===== src/core/lddiag_defines.vh =====
// Contract
// - Converters restart after live shutdown and warning clear
// - Flag serial frames not whole 16-bit words
// - Boost undervoltage sets flag, drops both outputs
// - Undervoltage clears by read or long enable-low
// - Open string flagged at range-coded voltage threshold
// - Open keeps output low until cleared
// - String short below code 06 hex
// - Short holds output low until enable-low period
// - Single-LED short below programmable 80V/255 limit
// - Single-short limit loads nonvolatile default, writable
// - Single-LED short touches status only
// - Sixteen overcurrent periods flag, disable, drop output
// - Overcurrent clears by read or enable-low
// - Nonvolatile mode bit selects static or pulsed
// - Static mode: output high while channel healthy
// - Pulsed mode: one 500 ms pulse at turn-on
// - Output low while any reporting error persists
// - Shared status A bit layout, read clears
// - Shared status B layout, enable never clears
// - Channel status bit layout, read or enable clears
// - Shutdown disables outputs, recovery below warning
// - Shutdown flag latched until status B read
// - Warning derates dimming duty to 75 percent
`ifndef LDDIAG_DEFINES_VH
`define LDDIAG_DEFINES_VH

// Register byte addresses
`define ADDR_SSA 8'h00
`define ADDR_SSB 8'h04
`define ADDR_CS0 8'h08
`define ADDR_CS1 8'h0c
`define ADDR_CFG 8'h10
`define ADDR_LIM0 8'h14
`define ADDR_LIM1 8'h18
`define ADDR_DUTY0 8'h1c
`define ADDR_DUTY1 8'h20
`define ADDR_LIVE 8'h24

// Field positions
`define SSA_UV 6
`define SSA_DUTY 5
`define SSA_DERATE 4
`define SSB_WARN 6
`define SSB_TSD 5
`define SSB_FRAME 4
`define CS_OPEN 3
`define CS_SHORT 2
`define CS_SINGLE 1
`define CS_OC 0
`define CFG_MODE 7

// Reset values
`define RST_BYTE 8'h00
`define RST_RANGE 4'h0

// Detection constants
`define SHORT_CODE 8'h06
`define OC_LAST 4'hf
`define FS_VOLT 80
`define FS_CODE 255
`define DERATE_MUL 10'd3
`define DERATE_SHIFT 2

// Open-string thresholds in volts per boost range code
`define OPEN_V0 13
`define OPEN_V1 13
`define OPEN_V2 13
`define OPEN_V3 15
`define OPEN_V4 18
`define OPEN_V5 20
`define OPEN_V6 23
`define OPEN_V7 25
`define OPEN_V8 28
`define OPEN_V9 30
`define OPEN_V10 33
`define OPEN_V11 35
`define OPEN_V12 38
`define OPEN_V13 40
`define OPEN_V14 45
`define OPEN_V15 55

// Timing
`define CLK_KHZ 24'd20000
`define ENLOW_MS 24'd50
`define PULSE_MS 24'd500
`define CNT_W 24

`endif


===== src/core/lddiag_top.v =====
`timescale 1ns/100ps
`include "lddiag_defines.vh"
module lddiag_top #(
  parameter [`CNT_W-1:0] ENLOW_CYC = `ENLOW_MS * `CLK_KHZ,
  parameter [`CNT_W-1:0] PULSE_CYC = `PULSE_MS * `CLK_KHZ
) (
  // Clock and reset
  input wire clk,
  input wire rst_n,
  // APB slave
  input wire [7:0] paddr,
  input wire psel,
  input wire penable,
  input wire pwrite,
  input wire [31:0] pwdata,
  output reg [31:0] prdata,
  output wire pready,
  output wire pslverr,
  // Channel pins
  input wire [1:0] chanEnableIn,
  output reg [1:0] chanFaultOut,
  // Serial frame pins, watched for length only
  input wire serCsN,
  input wire serClk,
  // Analog comparator and temperature levels, asynchronous
  input wire boostUvDet,
  input wire boostDutyMaxDet,
  input wire tempShutdownLive,
  input wire tempWarnLive,
  input wire [1:0] ocCmp,
  // Same-clock converter inputs
  input wire [1:0] buckPeriodTick,
  input wire [7:0] stringVoltage0,
  input wire [7:0] stringVoltage1,
  // Nonvolatile defaults, stable straps
  input wire nvmDiagMode,
  input wire [3:0] nvmBoostRange,
  input wire [7:0] nvmLimit0,
  input wire [7:0] nvmLimit1,
  input wire [7:0] nvmDuty0,
  input wire [7:0] nvmDuty1,
  // Converter controls
  output reg [1:0] chanDriveEn,
  output reg boostEn,
  output reg [7:0] dimDutyOut0,
  output reg [7:0] dimDutyOut1
);

  // Open threshold as an ADC code, scale 80 V over 255 codes
  function [7:0] openCode;
    input [3:0] range;
    reg [31:0] volts;
    begin
      volts = 32'h00000000;
      case (range)
        4'h0: volts = `OPEN_V0;
        4'h1: volts = `OPEN_V1;
        4'h2: volts = `OPEN_V2;
        4'h3: volts = `OPEN_V3;
        4'h4: volts = `OPEN_V4;
        4'h5: volts = `OPEN_V5;
        4'h6: volts = `OPEN_V6;
        4'h7: volts = `OPEN_V7;
        4'h8: volts = `OPEN_V8;
        4'h9: volts = `OPEN_V9;
        4'ha: volts = `OPEN_V10;
        4'hb: volts = `OPEN_V11;
        4'hc: volts = `OPEN_V12;
        4'hd: volts = `OPEN_V13;
        4'he: volts = `OPEN_V14;
        default: volts = `OPEN_V15;
      endcase
      openCode = sat8((volts * `FS_CODE) / `FS_VOLT);
    end
  endfunction

  // Clamp to one byte
  function [7:0] sat8;
    input [31:0] val;
    begin
      sat8 = (val > 32'h000000ff) ? 8'hff : val[7:0];
    end
  endfunction

  // Scaled dimming duty under derating
  function [7:0] derate;
    input [7:0] duty;
    reg [9:0] prod;
    begin
      prod = {2'b00, duty} * `DERATE_MUL;
      derate = prod[9:`DERATE_SHIFT];
    end
  endfunction

  localparam SY_W = 10;
  localparam SY_TSD = 2;
  localparam SY_TW = 3;
  localparam SY_CS = 4;
  localparam SY_SCK = 5;
  localparam SY_UV = 6;
  localparam SY_DMAX = 7;

  // Two-flop synchroniser for every asynchronous level
  reg [SY_W-1:0] syncA_r;
  reg [SY_W-1:0] syncB_r;
  wire [SY_W-1:0] asyncIn = {ocCmp, boostDutyMaxDet, boostUvDet, serClk, serCsN,
    tempWarnLive, tempShutdownLive, chanEnableIn};
  always @(posedge clk or negedge rst_n) begin
    if (!rst_n) begin
      syncA_r <= {SY_W{1'b0}};
      syncB_r <= {SY_W{1'b0}};
    end else begin
      syncA_r <= asyncIn;
      syncB_r <= syncA_r;
    end
  end

  wire [1:0] enS = syncB_r[1:0];
  wire tsdS = syncB_r[SY_TSD];
  wire twS = syncB_r[SY_TW];
  wire csS = syncB_r[SY_CS];
  wire sckS = syncB_r[SY_SCK];
  wire uvS = syncB_r[SY_UV];
  wire dmaxS = syncB_r[SY_DMAX];
  wire [1:0] ocS = syncB_r[9:8];

  // APB decode; no wait states
  assign pready = 1'b1;
  wire setupPh = psel & ~penable;
  wire accPh = psel & penable;
  wire rdDone = accPh & ~pwrite;
  wire wrDone = accPh & pwrite;
  reg mapped;
  always @* begin
    case (paddr)
      `ADDR_SSA, `ADDR_SSB, `ADDR_CS0, `ADDR_CS1, `ADDR_CFG, `ADDR_LIM0,
      `ADDR_LIM1, `ADDR_DUTY0, `ADDR_DUTY1, `ADDR_LIVE: mapped = 1'b1;
      default: mapped = 1'b0;
    endcase
  end
  assign pslverr = accPh & ~mapped;

  // Startup load of nonvolatile defaults, then APB writes
  reg loaded_r;
  reg diagMode_r;
  reg [3:0] range_r;
  always @(posedge clk or negedge rst_n) begin
    if (!rst_n) begin
      loaded_r <= 1'b0;
      diagMode_r <= 1'b0;
      range_r <= `RST_RANGE;
    end else if (!loaded_r) begin
      loaded_r <= 1'b1;
      diagMode_r <= nvmDiagMode;
      range_r <= nvmBoostRange;
    end else if (wrDone && paddr == `ADDR_CFG) begin
      range_r <= pwdata[3:0];
    end
  end

  // Serial frame length watch, bits counted modulo 16
  reg sckD_r;
  reg csD_r;
  reg [3:0] bitCnt_r;
  wire frameErrEv = csS & ~csD_r & (bitCnt_r != 4'h0);
  always @(posedge clk or negedge rst_n) begin
    if (!rst_n) begin
      sckD_r <= 1'b0;
      csD_r <= 1'b1;
      bitCnt_r <= 4'h0;
    end else begin
      sckD_r <= sckS;
      csD_r <= csS;
      if (!csS && csD_r) begin
        bitCnt_r <= 4'h0;
      end else if (!csS && sckS && !sckD_r) begin
        bitCnt_r <= bitCnt_r + 4'h1;
      end
    end
  end

  // Thermal hold: released only when shutdown and warning are both gone
  reg thermHold_r;
  wire thermAny = tsdS | thermHold_r;
  always @(posedge clk or negedge rst_n) begin
    if (!rst_n) begin
      thermHold_r <= 1'b0;
    end else if (tsdS) begin
      thermHold_r <= 1'b1;
    end else if (!twS) begin
      thermHold_r <= 1'b0;
    end
  end

  // Read snapshot, taken in setup, used as the clear mask at access
  reg [7:0] rdMux;
  reg [7:0] snap_r;
  wire [7:0] chStat0;
  wire [7:0] chStat1;
  wire [15:0] limAll;
  wire [15:0] dutyAll;
  reg [2:0] ssa_r;
  reg [1:0] ssb_r;
  always @* begin
    case (paddr)
      `ADDR_SSA: rdMux = {1'b0, ssa_r, 4'h0};
      `ADDR_SSB: rdMux = {1'b0, twS, ssb_r, 4'h0};
      `ADDR_CS0: rdMux = chStat0;
      `ADDR_CS1: rdMux = chStat1;
      `ADDR_CFG: rdMux = {diagMode_r, 3'b000, range_r};
      `ADDR_LIM0: rdMux = limAll[7:0];
      `ADDR_LIM1: rdMux = limAll[15:8];
      `ADDR_DUTY0: rdMux = dutyAll[7:0];
      `ADDR_DUTY1: rdMux = dutyAll[15:8];
      `ADDR_LIVE: rdMux = {boostEn, thermAny, chanDriveEn, 2'b00, chanFaultOut};
      default: rdMux = `RST_BYTE;
    endcase
  end
  always @(posedge clk or negedge rst_n) begin
    if (!rst_n) begin
      snap_r <= `RST_BYTE;
      prdata <= 32'h00000000;
    end else if (setupPh) begin
      snap_r <= rdMux;
      prdata <= {24'h000000, rdMux};
    end
  end
  wire rdSsa = rdDone && paddr == `ADDR_SSA;
  wire rdSsb = rdDone && paddr == `ADDR_SSB;
  wire [1:0] rdCs = {rdDone && paddr == `ADDR_CS1, rdDone && paddr == `ADDR_CS0};

  // Shared status flags; set wins over clear
  wire [1:0] enLowClr;
  wire [2:0] ssaSet = {uvS, dmaxS, twS};
  wire [2:0] ssaClr = (rdSsa ? snap_r[6:4] : 3'b000)
    | {enLowClr[0] | enLowClr[1], 2'b00};
  wire [1:0] ssbSet = {tsdS, frameErrEv};
  wire [1:0] ssbClr = rdSsb ? snap_r[5:4] : 2'b00;
  always @(posedge clk or negedge rst_n) begin
    if (!rst_n) begin
      ssa_r <= 3'b000;
      ssb_r <= 2'b00;
    end else begin
      ssa_r <= (ssa_r & ~ssaClr) | ssaSet;
      ssb_r <= (ssb_r & ~ssbClr) | ssbSet;
    end
  end

  // Boost runs unless a thermal hold is active
  always @(posedge clk or negedge rst_n) begin
    if (!rst_n) begin
      boostEn <= 1'b0;
    end else begin
      boostEn <= loaded_r & ~thermAny;
    end
  end

  wire [1:0] faultNxt;
  wire [1:0] driveNxt;
  wire [7:0] openThr = openCode(range_r);

  genvar g;
  generate
    for (g = 0; g < 2; g = g + 1) begin : gCh
      wire [7:0] vCode = (g == 0) ? stringVoltage0 : stringVoltage1;
      wire [7:0] limAddr = (g == 0) ? `ADDR_LIM0 : `ADDR_LIM1;
      wire [7:0] dutyAddr = (g == 0) ? `ADDR_DUTY0 : `ADDR_DUTY1;
      wire [7:0] nvmLim = (g == 0) ? nvmLimit0 : nvmLimit1;
      wire [7:0] nvmDut = (g == 0) ? nvmDuty0 : nvmDuty1;
      reg [7:0] lim_r;
      reg [7:0] duty_r;
      reg [3:0] stat_r;
      reg [3:0] ocCnt_r;
      reg ocOff_r;
      reg pinHold_r;
      reg driveD_r;
      reg [`CNT_W-1:0] pulseCnt_r;
      wire drive = chanDriveEn[g];

      // Enable-low timer for this channel
      lddiag_hold_timer #(
        .CYCLES(ENLOW_CYC)
      ) uTimer (
        .clk(clk),
        .rst_n(rst_n),
        .levelHigh(enS[g]),
        .expired(enLowClr[g])
      );

      // Limit and duty: nonvolatile default, then volatile overwrite
      always @(posedge clk or negedge rst_n) begin
        if (!rst_n) begin
          lim_r <= `RST_BYTE;
          duty_r <= `RST_BYTE;
        end else if (!loaded_r) begin
          lim_r <= nvmLim;
          duty_r <= nvmDut;
        end else if (wrDone) begin
          if (paddr == limAddr) begin
            lim_r <= pwdata[7:0];
          end
          if (paddr == dutyAddr) begin
            duty_r <= pwdata[7:0];
          end
        end
      end

      // String detections while the channel drives
      wire openEv = drive & (vCode >= openThr);
      wire shortEv = drive & (vCode < `SHORT_CODE);
      wire singleEv = drive & (vCode < lim_r);
      wire ocEv = buckPeriodTick[g] & ocS[g] & (ocCnt_r == `OC_LAST);

      // Consecutive overcurrent periods
      always @(posedge clk or negedge rst_n) begin
        if (!rst_n) begin
          ocCnt_r <= 4'h0;
        end else if (buckPeriodTick[g]) begin
          if (!ocS[g] || !drive) begin
            ocCnt_r <= 4'h0;
          end else if (ocCnt_r != `OC_LAST) begin
            ocCnt_r <= ocCnt_r + 4'h1;
          end
        end
      end

      // Status flags; read or enable-low clears, set wins
      wire [3:0] sSet = {openEv, shortEv, singleEv, ocEv};
      wire [3:0] sClr = (rdCs[g] ? snap_r[3:0] : 4'h0) | {4{enLowClr[g]}};
      always @(posedge clk or negedge rst_n) begin
        if (!rst_n) begin
          stat_r <= 4'h0;
        end else begin
          stat_r <= (stat_r & ~sClr) | sSet;
        end
      end

      // Pin hold survives a status read, released only by enable-low
      always @(posedge clk or negedge rst_n) begin
        if (!rst_n) begin
          pinHold_r <= 1'b0;
          ocOff_r <= 1'b0;
        end else begin
          if (openEv | shortEv | ocEv | uvS) begin
            pinHold_r <= 1'b1;
          end else if (enLowClr[g]) begin
            pinHold_r <= 1'b0;
          end
          if (ocEv) begin
            ocOff_r <= 1'b1;
          end else if (enLowClr[g]) begin
            ocOff_r <= 1'b0;
          end
        end
      end

      // One-shot pulse window from turn-on
      always @(posedge clk or negedge rst_n) begin
        if (!rst_n) begin
          driveD_r <= 1'b0;
          pulseCnt_r <= {`CNT_W{1'b0}};
        end else begin
          driveD_r <= drive;
          if (drive && !driveD_r) begin
            pulseCnt_r <= PULSE_CYC;
          end else if (!drive) begin
            pulseCnt_r <= {`CNT_W{1'b0}};
          end else if (pulseCnt_r != {`CNT_W{1'b0}}) begin
            pulseCnt_r <= pulseCnt_r - 1'b1;
          end
        end
      end

      wire pulseOn = pulseCnt_r != {`CNT_W{1'b0}};
      wire errPin = pinHold_r | thermAny | openEv | shortEv | uvS;
      assign faultNxt[g] = drive & ~errPin & (diagMode_r ? pulseOn : 1'b1);
      assign driveNxt[g] = loaded_r & enS[g] & ~ocOff_r & ~thermAny;
      assign limAll[8*g+7:8*g] = lim_r;
      assign dutyAll[8*g+7:8*g] = duty_r;
    end
  endgenerate

  assign chStat0 = {4'h0, gCh[0].stat_r};
  assign chStat1 = {4'h0, gCh[1].stat_r};

  // Registered pins and converter controls
  always @(posedge clk or negedge rst_n) begin
    if (!rst_n) begin
      chanFaultOut <= 2'b00;
      chanDriveEn <= 2'b00;
      dimDutyOut0 <= `RST_BYTE;
      dimDutyOut1 <= `RST_BYTE;
    end else begin
      chanFaultOut <= faultNxt;
      chanDriveEn <= driveNxt;
      dimDutyOut0 <= twS ? derate(dutyAll[7:0]) : dutyAll[7:0];
      dimDutyOut1 <= twS ? derate(dutyAll[15:8]) : dutyAll[15:8];
    end
  end

endmodule // lddiag_top


===== src/core/lddiag_hold_timer.v =====
`timescale 1ns/100ps
`include "lddiag_defines.vh"
module lddiag_hold_timer #(
  parameter [`CNT_W-1:0] CYCLES = `ENLOW_MS * `CLK_KHZ
) (
  // Clock and reset
  input wire clk,
  input wire rst_n,
  // Synchronised enable level
  input wire levelHigh,
  // One-cycle pulse when the level has been low for CYCLES
  output reg expired
);

  reg [`CNT_W-1:0] cnt_r;
  reg done_r;

  // Counts low time, restarts on any high level, fires once
  always @(posedge clk or negedge rst_n) begin
    if (!rst_n) begin
      cnt_r <= {`CNT_W{1'b0}};
      done_r <= 1'b0;
      expired <= 1'b0;
    end else begin
      expired <= 1'b0;
      if (levelHigh) begin
        cnt_r <= {`CNT_W{1'b0}};
        done_r <= 1'b0;
      end else if (!done_r) begin
        if (cnt_r == CYCLES - 1'b1) begin
          done_r <= 1'b1;
          expired <= 1'b1;
        end else begin
          cnt_r <= cnt_r + 1'b1;
        end
      end
    end
  end

endmodule // lddiag_hold_timer


===== config.mk =====
export PLATFORM = sky130hd
export DESIGN_NAME = lddiag_top
export DESIGN_NICKNAME = d
export VERILOG_FILES = /design/src/core/lddiag_top.v /design/src/core/lddiag_hold_timer.v
export VERILOG_INCLUDE_DIRS = /design/src /design/src/core
export SDC_FILE = /design/constraint.sdc
export NUM_CORES = 1
export LEC_CHECK = 0
export BUFFER_PORTS_ARGS = -buffer_cell sky130_fd_sc_hd__buf_2
export CORE_MARGIN = 1.5
export CORE_UTILIZATION = 55
export DETAILED_ROUTE_END_ITERATION = 6
export HOLD_SLACK_MARGIN = 0.06
export PLACE_DENSITY_LB_ADDON = 0.15
export SLEW_MARGIN = 10
export SYNTH_ARGS = -nofsm -noshare
export SYNTH_HDL_FRONTEND = slang
export SYNTH_SLANG_ARGS = --single-unit
export TNS_END_PERCENT = 30

===== constraint.sdc =====
create_clock -name clk -period 11.5 [get_ports clk]
set_clock_uncertainty 0.2 [all_clocks]
set_input_delay 2.3 -clock clk [delete_from_list [all_inputs] [get_ports clk]]
set_output_delay 2.3 -clock clk [all_outputs]
set_load 0.005 [all_outputs]

# Yosys cells after proc, flatten, opt, wreduce, memory -nomap -nowiden
# Memory sizes are Yosys's and may differ from the RTL's.
# Index checks and enable logic that the tools add are counted.
# totals
register_bits	221
mem_bits_ro	96
out_inout_bits	55
memories	1
# op_classes
n_addsub	7
n_mul	3
div	1
n_lt_le_gt_ge	7
eq_ne	28
muxes	61
bitwise_logic	68
n_reduce_logical	40
# mem_list
name	depth	word_bits	read_ports	rd_clocked_by_memory_dff	wr	line_no	rtl
(name not given)	16	6	1	0	0	lddiag_top.v:55	case (range)
# ops
cell	count
$mux W24	12
$mux W8	15
$pmux W8 S10	1
$add A24 B1 Y24 const B	2
$eq A24 B20 Y1 const B	2
$reduce_bool A24 Y1	2
$sub A24 B1 Y24 const B	2
$mux W4	10
$div A32 B7 Y32 const B	1
$eq A8 B5 Y1 const B	4
$gt A32 B8 Y1 const B	1
$mul A32 B8 Y32 const B	1
$and A1 B1 Y1	28
$mux W1	21
$mul A8 B2 Y10 const B	2
$eq A8 B4 Y1 const B	2
$eq A8 B6 Y1 const B	2
$ge A8 B8 Y1	2
$lt A8 B3 Y1 const B	2
$lt A8 B8 Y1	2
$or A1 B1 Y1	16
$or A4 B4 Y4	4
$reduce_and A2 Y1	8
$reduce_bool A2 Y1	7
other kinds (24)	66

# Longest topological paths before layout
# Gate-level depths: netlist (run 1).
# An unclocked memory read counts as a cell.
# depth
ltp_word	13
mapped_depth	57

# Hierarchy
# A second synthesis (run 1) with hierarchy kept.
# unflattened
hier_cells	1836
area_unflattened_um2	16005.4
# by_module_without_submodules
mod	instances	cells_per_inst	area_each_um2	seq_area_each_um2
lddiag_top	1	1522	13115.1	4230.3
lddiag_hold_timer	2	157	1445.1	650.6

# Least setup slack after synthesis (run 1)
# OpenSTA, ideal clock, no wires.
# synth_path
path_type	register -> register
from	register range_r[2]
to	register chanFaultOut[1]
t_arrival_ns	11.681
required_time_ns	11.233
slack_ns	-0.448
stages_incl_launch_ff	55
cell_sequence	dfrtp_1 > clkbuf_1 > clkbuf_1 > inv_1 > nor2_1 > a211oi_1 > a31oi_1 > inv_1 > fa_1 > fa_1 > fa_1 > inv_1 > ha_1 > ha_1 > buf_2 > and3_1 > nor3b_2 > or4_1 > (+19 left out) > xor2_1 > nor4_4 > a41oi_1 > or3_1 > a32o_1 > o211ai_2 > ha_1 > nand2b_1 > a21o_1 > a21o_1 > a21oi_1 > nor2b_1 > o21ai_0 > nand2b_1 > a21oi_1 > nor2b_1 > o21ai_0 > and3_1
# synth_via
elab_chain_len	13
# synth_rtl
element	line_no	rtl
from (decl)	lddiag_top.v:146	reg [3:0] range_r;
from (signal assigned)	lddiag_top.v:151	range_r <= `RST_RANGE;
from (signal assigned)	lddiag_top.v:155	range_r <= nvmBoostRange;
from (signal assigned)	lddiag_top.v:157	range_r <= pwdata[3:0];
$mem_v2 Z16 W6 (*)	--	
$mul A32 B8 Y32 (no source line) (*)	--	
$div A32 B7 Y32 (no source line) (*)	--	
$gt A32 B8 Y1	lddiag_top.v:81	sat8 = (val > 32'h000000ff) ? 8'hff : val[7:0];
$mux W8 (*)	lddiag_top.v:81	
$ge A8 B8 Y1 (*)	lddiag_top.v:309	wire openEv = drive & (vCode >= openThr);
$and A1 B1 Y1 (*)	lddiag_top.v:309	
$or A1 B1 Y1 (*) (3 in series)	lddiag_top.v:375	wire errPin = pinHold_r | thermAny | openEv | shortEv | uvS;
$not A1 Y1 (*)	lddiag_top.v:376	assign faultNxt[g] = drive & ~errPin & (diagMode_r ? pulseOn : 1'b1);
$and A1 B1 Y1 (*) (2 in series)	lddiag_top.v:376	
net faultNxt[1]	lddiag_top.v:258	wire [1:0] faultNxt;
to (signal assigned)	lddiag_top.v:394	chanFaultOut <= faultNxt;
to (decl)	lddiag_top.v:21	output reg [1:0] chanFaultOut,
# The timed path passes the listed nets; every way through them passes the cells marked *.
# A chain may end at the register's enable or synchronous reset.

# Worst setup path in the final report (run 1)
# layout_path
from	register range_r[0]
to	register gCh[1].pinHold_r
# layout_via
elab_chain_len	11
# layout_rtl
element	line_no	rtl
$mem_v2 Z16 W6 (*)	--	
$mul A32 B8 Y32 (no source line) (*)	--	
$div A32 B7 Y32 (no source line) (*)	--	
$gt A32 B8 Y1	lddiag_top.v:81	
$mux W8 (*)	lddiag_top.v:81	
$ge A8 B8 Y1 (*)	lddiag_top.v:309	
$and A1 B1 Y1 (*)	lddiag_top.v:309	
$or A1 B1 Y1 (*) (3 in series)	lddiag_top.v:344	if (openEv | shortEv | ocEv | uvS) begin
$mux W1 or $reduce_bool A2 Y1 (tied branches)	--	
to (signal assigned)	lddiag_top.v:341	pinHold_r <= 1'b0;
to (signal assigned)	lddiag_top.v:345	pinHold_r <= 1'b1;
to (signal assigned)	lddiag_top.v:347	pinHold_r <= 1'b0;
to (decl)	lddiag_top.v:275	reg pinHold_r;
# Every way passes the cells marked *; elsewhere a longest branch is shown, timed or not.

==> results of run 1 <==
==> worst min path at each step <==
| stage | start | to | cells past startpoint | slack [ns] |
|---|---|---|---|---|
| after floorplan | syncA_r[0] | syncB_r[0] | 0 | 0.13 |
| after global placement | syncA_r[1] | syncB_r[1] | 0 | 0.13 |
| after detailed placement | syncA_r[3] | syncB_r[3] | 0 | 0.13 |
| after CTS | syncA_r[8] | syncB_r[8] | 0 | 0.15 |
| after global routing | syncA_r[8] | syncB_r[8] | 0 | 0.16 |
| final | syncA_r[8] | syncB_r[8] | 0 | 0.15 |
==> cell families (layout without fill, tap and decap cells) <==
| group | after synthesis | after routing | share of synthesized area [%] |
|---|---|---|---|
| fa+ha+maj | 119 | 119 | 10.1 |
| flops | 221 | 221 | 35.0 |
| xor+xnor | 117 | 117 | 6.66 |
| mux | 65 | 65 | 4.18 |
| other cells | 2 | 28 | 0.0475 |
| buf+inv | 174 | 473 | 4.85 |
| compound gates | 431 | 432 | 18.3 |
| simple gates | 654 | 654 | 20.9 |
==> layout make-up <==
cell class,instances,area (µm²),share of cell area (%)
antenna,2,5.00,0.0252
clock inverter,14,121,0.611
timing repair buffer,335,2290,11.5
sequential,221,5540,27.9
inverter,94,355,1.79
clock buffer,30,673,3.39
tap,378,473,2.38
multi-input combinational,1413,10400,52.4
==> layout by cell type, fill, tap and decap left out, drive strengths merged, types with 10 or more instances in the layout <==
cell	n
buf	334
dfrtp	220
nor2	199
a21oi	133
nand2	129
o21ai	110
ha	98
inv	95
nand3	72
xnor2	60
mux2i	59
xor2	56
nor3	45
or3	35
a21o	32
clkbuf	31
nor4	28
conb	26
nand4	23
and3	22
a31oi	22
and2	21
nor2b	20
nand2b	18
fa	16
a211oi	15
nor4b	10
clkinv	10
==> metal layers <==
metal	vias to the layer above	global-route usage, %	share of wire [%]
met2	445	48.2	48
met1	7077	38.5	43
met4	0	9.94	3.2
met3	102	3.78	5.9
li1	6974	-	-
met5	-	0	0
==> synthesized netlist by cell type, types with 5 or more instances <==
cell / count
a21oi_1: 131
a211oi_1: 10
clkbuf_1: 43
and3_1: 20
buf_4: 26
nor4b_1: 10
nor4_1: 26
mux2i_1: 58
dfrtp_1: 220
or3_1: 35
o22ai_1: 5
nor2b_1: 20
nand3_1: 68
o21a_1: 7
nor3_1: 43
inv_1: 94
o211ai_1: 6
a211o_1: 5
nand4_1: 22
a31oi_1: 21
xor2_1: 55
maj3_1: 5
xnor2_1: 59
and2_1: 21
a2111oi_0: 5
a21o_1: 32
nand2b_1: 18
a32o_1: 6
nand3b_1: 7
or2_2: 6
buf_2: 8
o31ai_1: 5
o21ai_0: 97
a31o_2: 7
mux2_2: 6
nand2_1: 127
fa_1: 16
a21boi_0: 5
ha_1: 98
or4_1: 5
o21ai_1: 8
nor2_1: 197
==> flip-flops by register name, summed over array words and instances (netlist names), 3 cells and up <==
name and cells:
range_r 4, ssa_r 3, gCh.duty_r 16, prdata 8
bitCnt_r 4, gCh.ocCnt_r 8, syncB_r 10, syncA_r 10
dimDutyOut0 8, gCh.stat_r 8, gCh.uTimer.cnt_r 48, gCh.pulseCnt_r 48
dimDutyOut1 8, gCh.lim_r 16
==> metrics by stage <==
step | util, % | worst slack, ns | hold slack (ns) | setup TNS (ns)
CTS | 68.5 | 0.00525 | 0.149 | 0
finish | 70.7 | -0.143 | 0.148 | -0.548
global route | 70.7 | -0.613 | 0.158 | -3.34
detailed placement | 64.1 | -0.608 | 0.135 | -3.38
global placement | 64.1 | -0.466 | 0.133 | -2.61
floorplan | - | 0.0000311 | 0.131 | 0
==> what timing repair did <==
| action | CTS | global route |
|---|---|---|
| resized for setup | 69 | 77 |
| endpoints found under the hold margin | 0 | 0 |
| buffers inserted | 13 | 20 |
| setup endpoints to repair | 6 | 6 |
| pin swaps | 51 | 72 |
| cloned | 0 | 1 |
| hold buffers | 0 | 0 |
==> metrics.txt, run 1 <==
Fill cells 2221; Final Hold Vio Count 0; GP Congestion 0.968; CP max stage cell fa_2; Slew HR 19.3%; die height 173 µm; Ys Warns 0; row count 61; max_cap viols 0; DR iter-0 viols 1211; Top Ports 165; Max Buffers Root-to-Sink 3; drt via density 5.87; cell family with most CP delay compound AO/OA/AOI/OAI gates; Critical Setup Path Class register to register; startpoint types register; Final Non-Filler Cells 2487; layout cells sized above 1 26.2%; Inserted Clock Buffers 24; critical path's most frequent cell ha_4; Arr. time, crit path 11.82 ns; via count 14.6k; Cell Area, Placed 0.0180 mm²; fin. max-slew vios 0; Finished Cell Area 0.0199 mm²; register area share after synthesis 35.0%; Crit Path Max Fanout 6; top cells by area, synth dfrtp_1 35%, ha_1 7.7%, nor2_1 4.7%, a21oi_1 4.1%, mux2i_1 3.7%; post-synth top area share 34.8%; clock root cell clkbuf_16; placed insts 2408; core footprint 0.0281 mm²; initial antenna violation count 2; Worst Reg-to-Reg Cells 54; number of detailed-route iterations in the first pass 5; cell count along the critical path 54; DIE WIDTH 173 µm; area growth from synthesis to layout 25.5%; critical path required time 11.67 ns; PortBufs 115; Least-Margin Pin Slew 1.21 ns; WP buf/inv 6; failing checks setup timing; average wire per standard cell 17.8 µm; Routed Wire Length 44.4 mm; Async SR Flop Fraction 100%; reg-to-reg endpoint gCh[1].pinHold_r; GRT Util Overall 28.8%; CTS tree yes; RSZ-0062 raised after global routing yes; nets 2313; Sink Count 221; Post-DP HPWL 32.4 mm; die area 0.0298 mm²; Hold Path Class register to register; worst setup path end gCh[1].pinHold_r; Worst-Skew Late Latency 0.54 ns; first-pass GRT wire length 71.1 mm; CP max stage delay 0.61 ns; status complete, but fails checks; fin crit period 11.64 ns; ys flop type dfrtp_1; Yosys top cell by area dfrtp_1; Syn Inst Count 1783; critical path endpoint category register; Synth cell types 109; initial core utilization 56.3%; number of flops mapped to enable cells by yosys 0; clk slew on worst S/H paths 0.06 ns; syn avg cell area 8.87 µm²; vias in the first global route 14.2k; Critical Path Source range_r[0]; PnR worst setup slack -0.143 ns; H-tree depth 1; largest net degree at the start of global routing 111; Routed Antenna Nets 0; Final Setup Violations 6; FMAX 85.9 MHz; cell area after synthesis 0.0158 mm²; Yosys reg bits 221; grt ovf 0; fin crit share 101%; drt drc 0; worst r2r src range_r[0]; r2r setup slk -0.14 ns
Power of run 1 is left out: the tool's default activity adds up to more than one toggle a clock period on the data nets, which glitch-free logic cannot reach.
==> run 2, diff against run 1 <==
==> constraint.sdc (replaced) <==
create_clock -name clk -period 11.5 [get_ports clk]
set_clock_uncertainty 0.2 [all_clocks]
set_input_delay 1.15 -clock clk [delete_from_list [all_inputs] [get_ports clk]]
set_output_delay 1.15 -clock clk [all_outputs]
set_load 0.005 [all_outputs]
==> metrics.txt, run 2 (synthesized netlist as in run 1, its figures left out) <==
row count 61; PnR worst setup slack -0.0841 ns; fin. max-slew vios 0; Critical Setup Path Class register to register; area growth from synthesis to layout 25.2%; max_cap viols 0; vias in the first global route 14.4k; average wire per standard cell 17.8 µm; GP Congestion 0.960; startpoint types register; fin crit period 11.58 ns; Least-Margin Pin Slew 1.15 ns; Finished Cell Area 0.0198 mm²; critical path endpoint category register; CTS tree yes; Fill cells 2195; hold buffer count at CTS 0; worst slack, placed -0.588 ns; Sink Count 221; first-pass GRT wire length 71.4 mm; Inserted Clock Buffers 25; initial antenna violation count 3; die height 173 µm; clk slew on worst S/H paths 0.06 ns; Max Buffers Root-to-Sink 3; critical path required time 11.69 ns; Final Hold Vio Count 0; number of detailed-route iterations in the first pass 5; drt via density 5.88; GRT Util Overall 28.9%; DR iter-0 viols 1157; area of the multi-input gates 0.0104 mm²; Worst-Skew Late Latency 0.53 ns; Largest regs gCh.pulseCnt_r: 48 flops, gCh.uTimer.cnt_r: 48 flops; Hold Path Class register to register; Arr. time, crit path 11.78 ns; largest net degree at the start of global routing 110; Final Util 70.5%; initial core utilization 56.3%; core footprint 0.0281 mm²; Hold Startpoint syncA_r[5]; Routed Wire Length 44.1 mm; Top Ports 165; PortBufs 115; clock root cell clkbuf_16; status complete, but fails checks; critical path's most frequent cell buf_4; Post-DP HPWL 32.1 mm; Slew HR 23.3%; Crit Path Max Fanout 6; H-tree depth 1; worst r2r src range_r[1]; via count 14.6k; FMAX 86.3 MHz; Critical Path Source range_r[1]; most common cell after layout, fill and taps aside dfrtp_1; setup tns final -0.285 ns; RSZ-0062 raised after global routing yes; nets 2305; Cell Area, Placed 0.0180 mm²; layout cells sized above 1 25.6%; DIE WIDTH 173 µm; Final Setup Violations 6; drt drc 0; grt ovf 0; CP max stage delay 0.54 ns; die area 0.0298 mm²; CP max stage cell fa_2; most frequent cells in the layout 218 x dfrtp_1, 206 x buf_4, 190 x nor2_1, 122 x nand2_1, 119 x a21oi_1; failing checks setup timing; Routed Antenna Nets 0; Reg area 0.00553 mm²; fin crit share 101%
==> run 2: routing by layer <==
metal | up-vias | share of wire [%] | global-route usage, %
met2 | 481 | 47 | 46.9
met3 | 119 | 5.7 | 3.36
li1 | 6983 | - | -
met1 | 7003 | 44 | 39.4
met5 | - | 0 | 0
met4 | 0 | 3.6 | 11.8
==> run 2: path summary, 6_finish.rpt <==
| path | to | slack, ns | cells after the start |
|---|---|---|---|
| worst max register to register | gCh[1].pinHold_r | -0.08 | 56 |
| max in group asynchronous | chanDriveEn[0] | 9.31 | 2 |
| worst min register to register | syncB_r[5] | 0.15 | 0 |
| min in group asynchronous | gCh[0].duty_r[0] | 0.49 | 1 |
| worst max-delay path | gCh[1].pinHold_r | -0.08 | 56 |
| worst min-delay path | syncB_r[5] | 0.15 | 0 |
==> run 2: critical path: cells and delay by family (launching register included) <==
| kind | cells | cell delay, ns |
|---|---|---|
| AOI/OAI and AO/OA | 22 | 4.59 |
| xor gates and xnor gates | 2 | 0.35 |
| adders and majority gates | 8 | 2.53 |
| buffers and inverters | 8 | 1.19 |
| DFF | 1 | 0.40 |
| and+or+nand+nor | 16 | 2.19 |
==> run 2: through the flow <==
stage / hold slack [ns] / std cells
finish: 0.150 / 2479
global route: 0.166 / 2478
CTS: 0.149 / 2457
detailed placement: 0.136 / 2401
global placement: 0.134 / 2401
floorplan: 0.131 / 1807
==> run 2: layout make-up <==
class                      instances  area share (%)
multi-input combinational       1413            52.4
tap                              378            2.39
inverter                          94            1.78
clock buffer                      36            3.72
antenna                            3          0.0379
clock inverter                     8           0.568
timing repair buffer             326            11.1
sequential                       221            27.9
==> run 2: timing repair <==
action                                  4_1_cts  5_1_grt
gates cloned                                  0        1
endpoints found under the setup margin        6        6
resized for setup                            67       77
buffers inserted                             12       18
pin swaps                                    37       63
Power of run 2 is left out for the same reason.
==> run 3, diff against run 2 <==
--- a/config.mk
+++ b/config.mk
@@ -7,8 +7,7 @@
 export NUM_CORES = 1
 export LEC_CHECK = 0
 export BUFFER_PORTS_ARGS = -buffer_cell sky130_fd_sc_hd__buf_2
-export CORE_MARGIN = 1.5
-export CORE_UTILIZATION = 55
+export CORE_UTILIZATION = 26
 export DETAILED_ROUTE_END_ITERATION = 6
 export HOLD_SLACK_MARGIN = 0.06
 export PLACE_DENSITY_LB_ADDON = 0.15
==> constraint.sdc (replaced) <==
create_clock -name clk -period 11.5 [get_ports clk]
set_clock_uncertainty 0.2 [all_clocks]
set_input_delay 0.575 -clock clk [delete_from_list [all_inputs] [get_ports clk]]
set_output_delay 0.575 -clock clk [all_outputs]
set_load 0.005 [all_outputs]
==> metrics.txt, run 3 (synthesized netlist as in run 1, its figures left out) <==
Critical Path Source range_r[0]; RSZ-0062 raised after global routing yes; met1 Use GR 20.7%; grt ovf 0; drt drc 0; worst r2r src range_r[0]; failing checks setup timing; H-tree depth 1; initial antenna violation count 9; DIE WIDTH 249 µm; clock root cell clkbuf_16; die height 249 µm; core footprint 0.0602 mm²; Routed Wire Length 49.0 mm; die area 0.0619 mm²; critical path endpoint category register; CP max stage cell fa_1; PnR worst setup slack -0.0262 ns; number of detailed-route iterations in the first pass 5; FMAX 86.8 MHz; fin. max-slew vios 0; critical path required time 11.69 ns; Top Ports 165; Final Util 34.0%; Arr. time, crit path 11.72 ns; fin crit share 100%; GP Congestion 0.861; Final Setup Violations 2; most frequent cells in the layout 241 x buf_4, 218 x dfrtp_1, 192 x nor2_1, 124 x nand2_1, 122 x a21oi_1; met3 Use GR 2.18%; DR iter-0 viols 725; GR peak layer met2; drt via density 4.87; met2 Resource Use GR 27.0%; Worst-Skew Late Latency 0.53 ns; Sink Count 221; via count 14.3k; average wire per standard cell 16.8 µm; CTS tree yes; layout cells sized above 1 25.5%; vias in the first global route 14.6k; PortBufs 115; Routed Antenna Nets 0; row count 90; CP max stage delay 0.57 ns; startpoint types register; max_cap viols 0; Hold Startpoint nvmDuty0[3]; first-pass GRT wire length 79.4 mm; worst slack, placed -0.578 ns; Largest regs gCh.pulseCnt_r: 48 flops, gCh.uTimer.cnt_r: 48 flops; area growth from synthesis to layout 29.6%; Slew HR 21.4%; largest net degree at the start of global routing 79; clk slew on worst S/H paths 0.06 ns; status complete, but fails checks; nets 2347; GRT Util Overall 15.7%; Final Hold Vio Count 0; Cell Area, Placed 0.0188 mm²; Crit Path Max Fanout 6; most common cell after layout, fill and taps aside buf_4; Least-Margin Pin Slew 1.17 ns; Post-DP HPWL 37.3 mm; Finished Cell Area 0.0205 mm²; Hold Path Class primary input to register; initial core utilization 26.3%; Critical Setup Path Class register to register; Inserted Clock Buffers 25; fin crit period 11.53 ns; Max Buffers Root-to-Sink 3
[run 3: final cells by class]
| cell class | instances | area, µm² |
|---|---|---|
| clock inverter | 13 | 155 |
| clock buffer | 32 | 702 |
| inverter | 94 | 353 |
| tap | 782 | 978 |
| antenna | 4 | 10.0 |
| sequential | 221 | 5530 |
| timing repair buffer | 368 | 2520 |
| multi-input combinational | 1413 | 10300 |
| fill | 6232 | 39700 |
[run 3: through the flow]
stage	setup TNS, ns	cells	hold WS [ns]
floorplan	0	1807	0.0794
global placement	-2.96	2847	0.134
detailed placement	-3.28	2847	0.135
CTS	0	2914	0.0680
global route	-3.43	2924	0.0962
finish	-0.0434	2927	0.0963
[run 3: worst paths after layout]
path	end	slack [ns]	cells after the start
max in group asynchronous	loaded_r	8.33	4
setup reg to reg	gCh[1].pinHold_r	-0.03	53
min in group asynchronous	gCh[0].uTimer.cnt_r[12]	0.40	2
hold reg to reg	syncB_r[9]	0.15	0
hold / removal	gCh[0].duty_r[3]	0.1	3
setup / recovery	gCh[1].pinHold_r	-0.03	53
[run 3: repair_timing]
item	in CTS	in global routing
setup buffers	10	9
endpoints found under the hold margin	84	0
pin swaps	27	43
setup endpoints to repair	6	6
cloned	1	0
hold buffers	11	0
gates resized for setup	62	50
[run 3: metal layers]
| metal | share of wire [%] | routed length [µm] |
|---|---|---|
| met5 | 0.045 | 22 |
| met4 | 1.4 | 684 |
| met3 | 4.3 | 2120 |
| met2 | 48 | 23800 |
| met1 | 46 | 22400 |
[run 3: critical path, delay by kind of cell, from the launching register on]
| family | cells | cell delay (ns) |
|---|---|---|
| AO/OA/AOI/OAI | 22 | 4.53 |
| adder cells (fa/ha/maj) | 8 | 2.77 |
| AND/OR/NAND/NOR | 16 | 2.46 |
| buffers and inverters | 5 | 0.63 |
| flip-flops | 1 | 0.44 |
| XOR/XNOR | 2 | 0.34 |
Power of run 3 is left out for the same reason.
